$ cat config.mk
export PLATFORM = sky130hd
export DESIGN_NAME = fosr_regs_top
export DESIGN_NICKNAME = d
export VERILOG_FILES = /design/src/shared/fosr_pkg.sv /design/src/shared/fosr_link_if.sv /design/src/verilog/fosr_avs_slave.sv /design/src/verilog/fosr_pin_gate.sv /design/src/verilog/fosr_regs_top.sv
export SDC_FILE = /design/constraint.sdc
export NUM_CORES = 1
export LEC_CHECK = 0
export ABC_AREA = 1
export BUFFER_PORTS_ARGS = -buffer_cell sky130_fd_sc_hd__buf_2
export CAP_MARGIN = 25
export CORE_MARGIN = 10
export CORE_UTILIZATION = 45
export CTS_CLUSTER_DIAMETER = 30
export CTS_CLUSTER_SIZE = 28
export DETAILED_ROUTE_END_ITERATION = 16
export PLACE_DENSITY = 0.94
export SYNTH_ARGS = -nofsm -noshare
export SYNTH_HDL_FRONTEND = slang
export SYNTH_SLANG_ARGS = --single-unit
export TNS_END_PERCENT = 100
$ cat constraint.sdc
create_clock -name clk_i -period 3.4 [get_ports clk_i]
set_input_delay 0.68 -clock clk_i [delete_from_list [all_inputs] [get_ports clk_i]]
set_output_delay 0.68 -clock clk_i [all_outputs]
set_load 0.05 [all_outputs]
$ cat src/shared/fosr_pkg.sv
// ==========================================
// Register map and field layouts
package fosr_pkg;

    // Bus geometry
    localparam int ADDR_W = 10;
    localparam int DATA_W = 32;
    localparam int BE_W   = 4;

    // Register indices, byte address is four times the index
    localparam logic [7:0] IDX_MC_OVR = 8'hC1;
    localparam logic [7:0] IDX_RATE   = 8'hC2;
    localparam logic [7:0] IDX_SER1   = 8'hC3;
    localparam logic [7:0] IDX_SER2   = 8'hC4;
    localparam logic [7:0] IDX_WP_OVR = 8'hC5;

    // Reset values
    localparam logic [1:0] MC_OVR_RST = 2'h3;
    localparam logic       WP_OVR_RST = 1'b0;
    localparam logic [7:0] MIRROR_RST = 8'h00;
    localparam logic       PIN_RST    = 1'b1;

    // Override bit positions
    localparam int MC_DRV0_BIT = 0;
    localparam int MC_DRV1_BIT = 1;
    localparam int WP_DRV0_BIT = 0;

    // Data-rate select layout, bit 7 down to bit 0
    typedef struct packed {
        logic soft_reset;
        logic power_down;
        logic rsvd5;
        logic precomp_sel2;
        logic precomp_sel1;
        logic precomp_sel0;
        logic [1:0] rate_sel;
    } fosr_rate_s;

    // Serial FIFO control layout, bit 7 down to bit 0
    typedef struct packed {
        logic       rx_threshold_hi;
        logic       rx_threshold_lo;
        logic [1:0] rsvd;
        logic       dma_mode;
        logic       tx_queue_flush;
        logic       rx_queue_flush;
        logic       fifo_enable;
    } fosr_fifo_s;

endpackage

$ cat src/shared/fosr_link_if.sv
`timescale 1ns/100ps
// ==========================================
// Internal links: bus slave, register core, pin gate
interface fosr_link_if;
    logic       bus_wr;
    logic [7:0] bus_idx;
    logic [7:0] bus_wdata;
    logic [7:0] bus_rdata;
    logic [1:0] mc_ovr;
    logic       wp_ovr0;

    modport bus  (output bus_wr, bus_idx, bus_wdata, input bus_rdata);
    modport regs (input bus_wr, bus_idx, bus_wdata, output bus_rdata, mc_ovr, wp_ovr0);
    modport gate (input mc_ovr, wp_ovr0);
endinterface

$ cat src/verilog/fosr_avs_slave.sv
`timescale 1ns/100ps
// ==========================================
// Avalon-MM slave with one wait cycle
module fosr_avs_slave (
    // Clock and reset
    input  wire logic                         clk_i,
    input  wire logic                         sys_rst_i,
    // Avalon-MM
    input  wire logic [fosr_pkg::ADDR_W-1:0]  avs_address_i,
    input  wire logic                         avs_read_i,
    input  wire logic                         avs_write_i,
    input  wire logic [fosr_pkg::DATA_W-1:0]  avs_writedata_i,
    input  wire logic [fosr_pkg::BE_W-1:0]    avs_byteenable_i,
    output logic      [fosr_pkg::DATA_W-1:0]  avs_readdata_o,
    output logic                              avs_waitrequest_o,
    // Register side
    fosr_link_if.bus                          lnk
);
    typedef struct packed {
        logic                        waitreq;
        logic [fosr_pkg::DATA_W-1:0] rdata;
    } fosr_avs_s;

    fosr_avs_s st_reg;
    fosr_avs_s st_next;
    logic      req;
    logic      aligned;

    // Decode and write strobe on the completing edge
    assign req           = avs_read_i | avs_write_i;
    assign aligned       = (avs_address_i[1:0] == 2'h0);
    assign lnk.bus_idx   = avs_address_i[fosr_pkg::ADDR_W-1:2];
    assign lnk.bus_wdata = avs_writedata_i[7:0];
    assign lnk.bus_wr    = avs_write_i & ~st_reg.waitreq & aligned & avs_byteenable_i[0];

    // First cycle fetches data, second cycle completes
    always_comb begin
        st_next         = st_reg;
        st_next.waitreq = 1'b1;
        if (req && st_reg.waitreq) begin
            st_next.waitreq = 1'b0;
            st_next.rdata   = '0;
            if (avs_read_i && aligned) begin
                st_next.rdata = {24'h000000, lnk.bus_rdata};
            end
        end
    end

    // State register
    always_ff @(posedge clk_i or posedge sys_rst_i) begin
        if (sys_rst_i) begin
            st_reg <= '{waitreq: 1'b1, rdata: 32'h00000000};
        end else begin
            st_reg <= st_next;
        end
    end

    assign avs_readdata_o    = st_reg.rdata;
    assign avs_waitrequest_o = st_reg.waitreq;
endmodule

$ cat src/verilog/fosr_pin_gate.sv
`timescale 1ns/100ps
// ==========================================
// Registered override gating of drive signals
module fosr_pin_gate (
    // Clock and reset
    input  wire logic clk_i,
    input  wire logic sys_rst_i,
    // Drive interface
    input  wire logic drive0_select_n_i,
    input  wire logic drive1_select_n_i,
    input  wire logic disk_changed_in_n_i,
    input  wire logic write_protect_in_n_i,
    input  wire logic pp_write_protect_in_n_i,
    // Override bits
    fosr_link_if.gate lnk,
    // To controller core
    output logic      disk_changed_status_o,
    output logic      write_protect_core_n_o,
    output logic      pp_write_protect_core_n_o
);
    typedef struct packed {
        logic dsk;
        logic wp;
        logic pp_wp;
    } fosr_gate_s;

    fosr_gate_s st_reg;
    fosr_gate_s st_next;

    // Combine drive selects with override bits
    always_comb begin
        st_next.dsk   = (drive0_select_n_i & lnk.mc_ovr[fosr_pkg::MC_DRV0_BIT])
                      | (drive1_select_n_i & lnk.mc_ovr[fosr_pkg::MC_DRV1_BIT])
                      | disk_changed_in_n_i;
        st_next.wp    = (drive0_select_n_i & lnk.wp_ovr0) | write_protect_in_n_i;
        st_next.pp_wp = (drive0_select_n_i & lnk.wp_ovr0) | pp_write_protect_in_n_i;
    end

    // State register
    always_ff @(posedge clk_i or posedge sys_rst_i) begin
        if (sys_rst_i) begin
            st_reg <= {3{fosr_pkg::PIN_RST}};
        end else begin
            st_reg <= st_next;
        end
    end

    assign disk_changed_status_o     = st_reg.dsk;
    assign write_protect_core_n_o    = st_reg.wp;
    assign pp_write_protect_core_n_o = st_reg.pp_wp;
endmodule

$ cat src/verilog/fosr_regs_top.sv
// Local design decision: the Avalon-MM interface to the registers.
`timescale 1ns/100ps
// ==========================================
// Drive override and shadow register group

module fosr_regs_top (
    // Clock and reset
    input  wire logic                         clk_i,
    input  wire logic                         sys_rst_i,
    // Avalon-MM slave
    input  wire logic [fosr_pkg::ADDR_W-1:0]  avs_address_i,
    input  wire logic                         avs_read_i,
    input  wire logic                         avs_write_i,
    input  wire logic [fosr_pkg::DATA_W-1:0]  avs_writedata_i,
    input  wire logic [fosr_pkg::BE_W-1:0]    avs_byteenable_i,
    output logic      [fosr_pkg::DATA_W-1:0]  avs_readdata_o,
    output logic                              avs_waitrequest_o,
    // Drive interface
    input  wire logic                         head_step_n_i,
    input  wire logic                         drive0_select_n_i,
    input  wire logic                         drive1_select_n_i,
    input  wire logic                         disk_changed_in_n_i,
    input  wire logic                         write_protect_in_n_i,
    input  wire logic                         pp_write_protect_in_n_i,
    // Writes seen by the write-only registers
    input  wire logic                         rate_sel_wr_i,
    input  wire logic [7:0]                   rate_sel_data_i,
    input  wire logic                         serial1_fifo_ctl_wr_i,
    input  wire logic [7:0]                   serial1_fifo_ctl_data_i,
    input  wire logic                         serial2_fifo_ctl_wr_i,
    input  wire logic [7:0]                   serial2_fifo_ctl_data_i,
    // To controller core
    output logic                              disk_changed_status_o,
    output logic                              write_protect_core_n_o,
    output logic                              pp_write_protect_core_n_o
);

    // ==========================================
    // State

    typedef struct packed {
        logic [1:0]          mc_ovr;
        logic                wp_ovr0;
        fosr_pkg::fosr_rate_s rate_mirror;
        fosr_pkg::fosr_fifo_s ser1_mirror;
        fosr_pkg::fosr_fifo_s ser2_mirror;
    } fosr_regs_s;

    fosr_regs_s st_reg;
    fosr_regs_s st_next;
    logic       clr0;
    logic       clr1;
    logic       mc_wr;
    logic       wp_wr;

    fosr_link_if lnk ();

    // ==========================================
    // Field cleaning

    // Reserved rate bit forced low
    function automatic fosr_pkg::fosr_rate_s fosr_rate_clean(input logic [7:0] b);
        fosr_pkg::fosr_rate_s r;
        r       = fosr_pkg::fosr_rate_s'(b);
        r.rsvd5 = 1'b0;
        return r;
    endfunction

    // Reserved FIFO control bits forced low
    function automatic fosr_pkg::fosr_fifo_s fosr_fifo_clean(input logic [7:0] b);
        fosr_pkg::fosr_fifo_s f;
        f      = fosr_pkg::fosr_fifo_s'(b);
        f.rsvd = 2'h0;
        return f;
    endfunction

    // ==========================================
    // Bus slave

    fosr_avs_slave u_avs (
        .clk_i             (clk_i),
        .sys_rst_i         (sys_rst_i),
        .avs_address_i     (avs_address_i),
        .avs_read_i        (avs_read_i),
        .avs_write_i       (avs_write_i),
        .avs_writedata_i   (avs_writedata_i),
        .avs_byteenable_i  (avs_byteenable_i),
        .avs_readdata_o    (avs_readdata_o),
        .avs_waitrequest_o (avs_waitrequest_o),
        .lnk               (lnk.bus)
    );

    // ==========================================
    // Register update

    // Hardware clear terms and write decodes
    assign clr0  = head_step_n_i & drive0_select_n_i;
    assign clr1  = head_step_n_i & drive1_select_n_i;
    assign mc_wr = lnk.bus_wr && (lnk.bus_idx == fosr_pkg::IDX_MC_OVR);
    assign wp_wr = lnk.bus_wr && (lnk.bus_idx == fosr_pkg::IDX_WP_OVR);

    // Next state of all registers
    always_comb begin
        st_next = st_reg;
        // Clear first, then set so a write of 1 wins
        if (clr0) begin
            st_next.mc_ovr[fosr_pkg::MC_DRV0_BIT] = 1'b0;
        end
        if (clr1) begin
            st_next.mc_ovr[fosr_pkg::MC_DRV1_BIT] = 1'b0;
        end
        if (mc_wr) begin
            st_next.mc_ovr = st_next.mc_ovr | lnk.bus_wdata[1:0];
        end
        // Plain read-write override
        if (wp_wr) begin
            st_next.wp_ovr0 = lnk.bus_wdata[fosr_pkg::WP_DRV0_BIT];
        end
        // Mirrors follow the core's writes only
        if (rate_sel_wr_i) begin
            st_next.rate_mirror = fosr_rate_clean(rate_sel_data_i);
        end
        if (serial1_fifo_ctl_wr_i) begin
            st_next.ser1_mirror = fosr_fifo_clean(serial1_fifo_ctl_data_i);
        end
        if (serial2_fifo_ctl_wr_i) begin
            st_next.ser2_mirror = fosr_fifo_clean(serial2_fifo_ctl_data_i);
        end
    end

    // State register
    always_ff @(posedge clk_i or posedge sys_rst_i) begin
        if (sys_rst_i) begin
            st_reg.mc_ovr      <= fosr_pkg::MC_OVR_RST;
            st_reg.wp_ovr0     <= fosr_pkg::WP_OVR_RST;
            st_reg.rate_mirror <= fosr_pkg::MIRROR_RST;
            st_reg.ser1_mirror <= fosr_pkg::MIRROR_RST;
            st_reg.ser2_mirror <= fosr_pkg::MIRROR_RST;
        end else begin
            st_reg <= st_next;
        end
    end

    assign lnk.mc_ovr  = st_reg.mc_ovr;
    assign lnk.wp_ovr0 = st_reg.wp_ovr0;

    // ==========================================
    // Read mux

    // Unmapped indices read zero
    always_comb begin
        lnk.bus_rdata = 8'h00;
        case (lnk.bus_idx)
            fosr_pkg::IDX_MC_OVR: begin
                lnk.bus_rdata = {6'h00, st_reg.mc_ovr};
            end
            fosr_pkg::IDX_RATE: begin
                lnk.bus_rdata = st_reg.rate_mirror;
            end
            fosr_pkg::IDX_SER1: begin
                lnk.bus_rdata = st_reg.ser1_mirror;
            end
            fosr_pkg::IDX_SER2: begin
                lnk.bus_rdata = st_reg.ser2_mirror;
            end
            fosr_pkg::IDX_WP_OVR: begin
                lnk.bus_rdata = {7'h00, st_reg.wp_ovr0};
            end
            default: begin
                lnk.bus_rdata = 8'h00;
            end
        endcase
    end

    // ==========================================
    // Drive signal gating

    // Override bits steer disk change and write protect
    fosr_pin_gate u_gate (
        .clk_i                     (clk_i),
        .sys_rst_i                 (sys_rst_i),
        .drive0_select_n_i         (drive0_select_n_i),
        .drive1_select_n_i         (drive1_select_n_i),
        .disk_changed_in_n_i       (disk_changed_in_n_i),
        .write_protect_in_n_i      (write_protect_in_n_i),
        .pp_write_protect_in_n_i   (pp_write_protect_in_n_i),
        .lnk                       (lnk.gate),
        .disk_changed_status_o     (disk_changed_status_o),
        .write_protect_core_n_o    (write_protect_core_n_o),
        .pp_write_protect_core_n_o (pp_write_protect_core_n_o)
    );

    // ==========================================
    // Assertions

    // Write of 1 sets drive-0 override even against a clear
    AST_MC0_SET: assert property (@(posedge clk_i) disable iff (sys_rst_i)
        mc_wr && lnk.bus_wdata[0] |=> st_reg.mc_ovr[0])
        else $error("drive0 override not set by write");

    // Set drive-1 bit survives any software write without its clear term
    AST_MC_NO_SW_CLR: assert property (@(posedge clk_i) disable iff (sys_rst_i)
        st_reg.mc_ovr[1] && !clr1 |=> st_reg.mc_ovr[1])
        else $error("drive1 override lost without hardware clear");

    // Drive-1 clear term empties the bit
    AST_MC1_CLR: assert property (@(posedge clk_i) disable iff (sys_rst_i)
        clr1 && !(mc_wr && lnk.bus_wdata[1]) |=> !st_reg.mc_ovr[1])
        else $error("drive1 override not cleared");

    // Drive-0 clear term empties the bit
    AST_MC0_CLR: assert property (@(posedge clk_i) disable iff (sys_rst_i)
        clr0 && !(mc_wr && lnk.bus_wdata[0]) |=> !st_reg.mc_ovr[0])
        else $error("drive0 override not cleared");

    // Status output one cycle behind its inputs
    AST_DSK_STATUS: assert property (@(posedge clk_i) disable iff (sys_rst_i)
        !$past(sys_rst_i) |-> disk_changed_status_o ==
            (($past(drive0_select_n_i) & $past(st_reg.mc_ovr[0]))
           | ($past(drive1_select_n_i) & $past(st_reg.mc_ovr[1]))
           | $past(disk_changed_in_n_i)))
        else $error("disk change status mismatch");

    // Drive-1 override alone drives status while selected
    AST_DSK_DRV1: assert property (@(posedge clk_i) disable iff (sys_rst_i)
        drive1_select_n_i && st_reg.mc_ovr[1] |=> disk_changed_status_o)
        else $error("drive1 override has no effect");

    // Reserved override bits read zero
    AST_MC_RSVD: assert property (@(posedge clk_i) disable iff (sys_rst_i)
        lnk.bus_idx == fosr_pkg::IDX_MC_OVR |-> lnk.bus_rdata[7:2] == 6'h00)
        else $error("override reserved bits nonzero");

    // Rate mirror holds the captured byte with bit 5 low
    AST_RATE_MIRROR: assert property (@(posedge clk_i) disable iff (sys_rst_i)
        rate_sel_wr_i |=> st_reg.rate_mirror == ($past(rate_sel_data_i) & 8'hDF))
        else $error("rate mirror mismatch");

    // First serial mirror with bits 5:4 low
    AST_SER1_MIRROR: assert property (@(posedge clk_i) disable iff (sys_rst_i)
        serial1_fifo_ctl_wr_i |=> st_reg.ser1_mirror == ($past(serial1_fifo_ctl_data_i) & 8'hCF))
        else $error("serial1 mirror mismatch");

    // Second serial mirror with bits 5:4 low
    AST_SER2_MIRROR: assert property (@(posedge clk_i) disable iff (sys_rst_i)
        serial2_fifo_ctl_wr_i |=> st_reg.ser2_mirror == ($past(serial2_fifo_ctl_data_i) & 8'hCF))
        else $error("serial2 mirror mismatch");

    // Core write protect follows override and drive input
    AST_WP_CORE: assert property (@(posedge clk_i) disable iff (sys_rst_i)
        !$past(sys_rst_i) |-> write_protect_core_n_o ==
            (($past(drive0_select_n_i) & $past(st_reg.wp_ovr0)) | $past(write_protect_in_n_i)))
        else $error("core write protect mismatch");

    // Override forces write protect while drive 0 selected
    AST_WP_FORCE: assert property (@(posedge clk_i) disable iff (sys_rst_i)
        drive0_select_n_i && st_reg.wp_ovr0 |=> write_protect_core_n_o)
        else $error("write protect override has no effect");

    // Parallel-port path follows the same override
    AST_PP_WP: assert property (@(posedge clk_i) disable iff (sys_rst_i)
        !$past(sys_rst_i) |-> pp_write_protect_core_n_o ==
            (($past(drive0_select_n_i) & $past(st_reg.wp_ovr0)) | $past(pp_write_protect_in_n_i)))
        else $error("parallel port write protect mismatch");

    // Write-protect override reserved bits read zero
    AST_WP_RSVD: assert property (@(posedge clk_i) disable iff (sys_rst_i)
        lnk.bus_idx == fosr_pkg::IDX_WP_OVR |-> lnk.bus_rdata[7:1] == 7'h00)
        else $error("write protect reserved bits nonzero");

    // Bus writes to the rate index leave the rate mirror untouched
    AST_MIRROR_RO: assert property (@(posedge clk_i) disable iff (sys_rst_i)
        lnk.bus_wr && (lnk.bus_idx == fosr_pkg::IDX_RATE) && !rate_sel_wr_i
        |=> $stable(st_reg.rate_mirror))
        else $error("rate mirror changed by bus write");

endmodule
==> run_results.csv, run 1 <==
group,metric,value,unit
clock_network,cts.path.max_buffers,2,
global_route,grt_pass1_wl,6880,µm
worst_setup_path,cp_max_fo,4,
worst_setup_path,critPathMaxStageDelay,0.58,ns
clock_network,clk_pin_slew,0.07,ns
worst_setup_path,crit_chain,"buf_2",
logic_synthesis,synthesis.area,1780,µm²
clock_network,htreeDepth,2,
timing,rsz0062_at_grt,"no",
worst_setup_path,crit_family,"flip-flops",
floorplan,die_h,82.8,µm
clock_network,cts-root-buf,"clkbuf_8",
floorplan,io_pins,119,
timing,fin_worst_skew,0.00583,ns
routing,vias,1427,
logic_synthesis,synthTopCellsByCount,"nand2_1 (38), buf_4 (27), dfrtp_1 (27)",
timing,hold_viol,0,
logic_synthesis,synth_edf_count,0,
worst_setup_path,reg2reg_setup_slack,2.14,ns
global_route,antenna_found_initial,0,
logic_synthesis,synth.area.top_cells,"dfrtp_1 (38%), buf_4 (11%), mux2_2 (9.5%), dfstp_2 (8.9%), nand2_1 (8.0%)",
logic_synthesis,synth_cells,187,
logic_synthesis,postSynthAreaPerCell,9.50,µm²
worst_setup_path,crit_required,2.72,ns
worst_setup_path,cp_data_arrival_time,1.15,ns
worst_setup_path,critPathSlowestCell,"dfstp_2",
clock_network,cts_setup_buffers,0,
worst_setup_path,cp-end-kind,"primary output",
logic_synthesis,ys_warn_count,0,
placement,dp_hpwl,3450,µm
pwr,power_density,484,nW/µm²
global_route,gr-total-overflow,0,
cells_and_area,largest_reg_flops,19,
logic_synthesis,synth_flop_cell,"dfrtp_1",
logic_synthesis,synth_cell_type_count,27,
cells_and_area,finalNetCount,328,
timing,period_needed,1.83,ns
logic_synthesis,yosysTopAreaCellShare,0.380,
placement,globalplace.congestion,0.783,
clock_network,clk_latency,0.29,ns
clock_network,clock-sinks,33,
logic_synthesis,async_reset_ff_frac,1.00,
routing,drcViolationCount,0,
timing,holdWs,0.341,ns
timing,setup_viol,0,
clock_network,ctsHoldBuffers,0,
worst_setup_path,r2r-end,"u_avs.avs_readdata_o[4]",
cells_and_area,drive_gt1_frac,0.423,
run_status,outcome,"complete, no violations",
global_route,grtUsageTotal,0.120,
global_route,grt_max_degree,24,
routing,via_per_inst,4.85,
cells_and_area,insertedDiodeCount,0,
routing,wire_per_inst,14.5,µm
worst_setup_path,worst-path-buf-inv,1,
clock_network,cts_tree,"built",
timing,fmax,548,MHz
run,drv_cap,0,
timing,tns,0,ns
routing,drtIter0Drc,55,
timing,maxSlewHeadroom,0.621,
timing,tightest_slew,0.565,ns
routing,drt_wl_total,4260,µm
logic_synthesis,yosysSeqAreaShare,0.469,
worst_setup_path,worst_setup_path_start_kind,"register",
timing,maxSlewViolCount,0,
pwr,irDropWorstVdd,0.324,mV
min_path,hp-class,"in -> async",
floorplan,die-area,6860,µm²
logic_synthesis,synth.most_common_cell,"nand2_1",
pwr,p_leak,0.00114,µW
clock_network,numCtsBuffers,5,
floorplan,core,3740,µm²
floorplan,initial_core_util,0.475,
worst_setup_path,crit_type,"reg -> out",
routing,antenna_left,0,
worst_setup_path,reg2reg_depth,6,
worst_setup_path,r2r-start,"u_avs.avs_waitrequest_o",
placement,port_buffers,55,
timing,fin_crit_sh,0.537,
logic_synthesis,synth_area_leader_cell,"dfrtp_1",
routing,dr.pass1.iters,5,
floorplan,row_count,22,
global_route,grt_pass1_vias,1506,
floorplan,die_x,82.8,µm
logic_synthesis,synth-seq-cells,33,
cells_and_area,area_growth,21.3,%
clock_network,cts_resized,0,
==> report_power, final <==
part / switching [µW] / internal, µW
Clock: 143 / 291
Combinational: 124 / 50.2
Sequential: 14.8 / 421
Total: 282 / 762
==> area by class of cell <==
type	instances	area [µm²]
inverters	18	67.6
repair buffers	57	310
flip-flops and latches	33	833
clock inverters	3	65.1
multi-input cells	130	751
fillers	327	1590
well taps	48	60.1
clock buffers	5	68.8
==> routing by layer <==
layer | track usage | part of all wire | vias up
li1 | - | - | 672
met1 | 0.123 | 0.37 | 653
met2 | 0.188 | 0.47 | 88
met3 | 0.0771 | 0.13 | 12
met4 | 0.0523 | 0.023 | 2
met5 | 0 | 0.0023 | -
==> stage by stage <==
| stage | cell area (µm²) | utilization | power [µW] | instances | setup slack [ns] |
|---|---|---|---|---|---|
| CTS | 2160 | 0.576 | 1050 | 294 | 1.56 |
| floorplan | 1870 | - | 589 | 211 | 1.96 |
| global route | 2160 | 0.576 | 1090 | 294 | 1.54 |
| global placement | 1990 | 0.533 | 604 | 285 | 1.66 |
| detailed placement | 2020 | 0.540 | 614 | 286 | 1.63 |
| finish | 2160 | 0.576 | 1040 | 294 | 1.57 |
==> placed cells by master, fill, tap and decap left out, drive strengths merged <==
cell    instances
a21oi           1
a221o           1
buf            57
bufinv          2
clkbuf          5
clkinv          1
conb           25
dfrtp          27
dfstp           6
inv            18
mux2           15
nand2          42
nand3          19
nand4           4
nor2            6
nor3            1
o211ai          4
o21ai           8
o21bai          3
or2             1
==> cells by family after synthesis <==
kind of cell,share of synthesized area
compound gates,0.0669
other cells,0.00211
flops,0.469
buf+inv,0.159
mux,0.0951
simple gates,0.208
==> worst max-delay path by stage <==
stage,start,to,slack [ns],depth (start not counted)
floorplan,avs_address_i[1],u_avs.avs_readdata_o[4],1.96,6
global placement,sys_rst_i,lnk.mc_ovr[1],1.66,3
detailed placement,avs_address_i[6],u_avs.avs_readdata_o[2],1.63,8
CTS,u_avs.avs_waitrequest_o,avs_waitrequest_o,1.56,1
global route,u_avs.avs_waitrequest_o,avs_waitrequest_o,1.54,1
finish,u_avs.avs_waitrequest_o,avs_waitrequest_o,1.57,1
No activity file was read; power rests on OpenSTA's default activity.
==> run 2: changes to the inputs <==
CORE_UTILIZATION = 38   (was 45)
PLACE_DENSITY = 0.86   (was 0.94)
clock period = 1.55 ns   (was 3.4 ns; I/O delays follow)
==> run_results.csv, run 2 (synthesis results as in run 1) <==
group,metric,value,unit
run_status,outcome,"complete, no violations",
cells_and_area,largest_reg_flops,19,
worst_setup_path,cp-end-kind,"primary output",
floorplan,die-area,7810,µm²
routing,via_per_inst,4.56,
worst_setup_path,worst-path-buf-inv,1,
global_route,gr-total-overflow,0,
placement,dp_slack,0.208,ns
pwr,power_density,1010,nW/µm²
floorplan,io_pins,119,
timing,setup_viol,0,
cells_and_area,seq_area,833,µm²
routing,met1_length,1610,µm
cells_and_area,layout_commonest_cell,"buf_2",
timing,tns,0,ns
floorplan,die_x,88.4,µm
placement,dp_hpwl,3390,µm
clock_network,numCtsBuffers,5,
worst_setup_path,cp_data_arrival_time,1.14,ns
routing,wl_met2,1940,µm
routing,drcViolationCount,0,
worst_setup_path,worst_setup_path_start_kind,"register",
timing,rsz0062_at_grt,"no",
cells_and_area,fill_cells,433,
run,drv_cap,0,
timing,fmax,688,MHz
worst_setup_path,crit_required,1.24,ns
global_route,grtUsageTotal,0.108,
worst_setup_path,critPathSlowestCell,"dfstp_2",
global_route,antenna_found_initial,0,
worst_setup_path,reg2reg_depth,6,
global_route,grt_pass1_wl,6500,µm
placement,port_buffers,55,
worst_setup_path,reg2reg_setup_slack,0.32,ns
timing,period_needed,1.45,ns
cells_and_area,finalNetCount,328,
worst_setup_path,critPathMaxStageDelay,0.58,ns
clock_network,clk_latency,0.28,ns
worst_setup_path,r2r-end,"u_avs.avs_readdata_o[4]",
global_route,grt_max_degree,34,
timing,setup_slack,0.0968,ns
clock_network,ctsHoldBuffers,0,
worst_setup_path,crit_chain,"buf_2",
cells_and_area,drive_gt1_frac,0.419,
clock_network,cts-root-buf,"clkbuf_8",
cells_and_area,multiInputGateArea,751,µm²
worst_setup_path,r2r-start,"u_avs.avs_waitrequest_o",
routing,antenna_left,0,
routing,dr.pass1.iters,4,
routing,drt_wl_total,4100,µm
routing,vias,1359,
floorplan,die_h,88.4,µm
routing,drtIter0Drc,65,
pwr,p_leak,0.00112,µW
routing,wire_per_inst,13.8,µm
floorplan,initial_core_util,0.400,
timing,fin_worst_skew,0.00695,ns
clock_network,cts_tree,"built",
floorplan,row_count,24,
timing,maxSlewViolCount,0,
cells_and_area,area_growth,19.5,%
routing,highest_layer,"met4",
placement,dpl-instance-area,2010,µm²
timing,hold_viol,0,
floorplan,core,4440,µm²
placement,globalplace.congestion,0.854,
cells_and_area,insertedDiodeCount,0,
routing,wl_met3,482,µm
timing,tightest_slew,0.527,ns
clock_network,clock-sinks,33,
clock_network,cts.path.max_buffers,2,
clock_network,clk_pin_slew,0.07,ns
worst_setup_path,cp_max_fo,4,
pwr,irDropWorstVdd,0.494,mV
clock_network,cts_resized,0,
timing,maxSlewHeadroom,0.646,
global_route,grt_pass1_vias,1471,
min_path,hp-class,"in -> async",
cells_and_area,fin_area,2120,µm²
worst_setup_path,crit_family,"flip-flops",
clock_network,htreeDepth,2,
worst_setup_path,crit_type,"reg -> out",
timing,fin_crit_sh,0.938,
clock_network,cts_setup_buffers,0,
cells_and_area,final_cell_mix,"buf_2 (55), nand2_1 (38), dfrtp_1 (27)",
==> run 2: where the power goes <==
| part | leakage, µW | total, µW | internal [µW] | switching [µW] |
|---|---|---|---|---|
| Combinational | 0.000662 | 370 | 104 | 266 |
| Sequential | 0.000398 | 955 | 923 | 31.4 |
| Clock | 0.0000585 | 816 | 524 | 292 |
==> run 2: worst max-delay path by stage <==
| stage | startpoint | endpoint | slack (ns) | cells after the start |
|---|---|---|---|---|
| 2_1_floorplan | u_avs.avs_waitrequest_o | u_avs.avs_readdata_o[4] | 0.22 | 6 |
| 3_5_place_dp | avs_address_i[6] | u_avs.avs_readdata_o[2] | 0.21 | 9 |
| 6_report | u_avs.avs_waitrequest_o | avs_waitrequest_o | 0.1 | 1 |
| 5_1_grt | u_avs.avs_waitrequest_o | avs_waitrequest_o | 0.05 | 1 |
| 4_1_cts | u_avs.avs_waitrequest_o | avs_waitrequest_o | 0.08 | 1 |
| 3_3_place_gp | avs_address_i[6] | u_avs.avs_readdata_o[6] | 0.23 | 9 |
==> run 2: cell type report <==
type	instances	share of cell area
well taps	52	0.0306
clock buffers	7	0.0407
multi-input cells	130	0.354
repair buffers	57	0.137
clock inverters	1	0.0141
inverters	18	0.0318
flip-flops and latches	33	0.392
==> run 2: tightest hold or removal path: stages <==
cell,delay [ns]
buf_2,0.09
inv_1,0.04
buf_4,0.36
==> run 2: metrics by stage <==
| stage | total power (µW) | hold WS (ns) | util | cells |
|---|---|---|---|---|
| global route | 2250 | 0.159 | 0.478 | 298 |
| CTS | 2170 | 0.108 | 0.478 | 298 |
| detailed placement | 1340 | 0.417 | 0.452 | 290 |
| floorplan | 1290 | 0.406 | - | 211 |
| finish | 2140 | 0.103 | 0.478 | 298 |
| global placement | 1330 | 0.409 | 0.452 | 290 |
==> run 2: layer usage <==
metal | GRT usage | vias up
li1 | - | 674
met1 | 0.113 | 619
met2 | 0.184 | 59
met3 | 0.0450 | 7
met4 | 0.0543 | 0
met5 | 0 | -
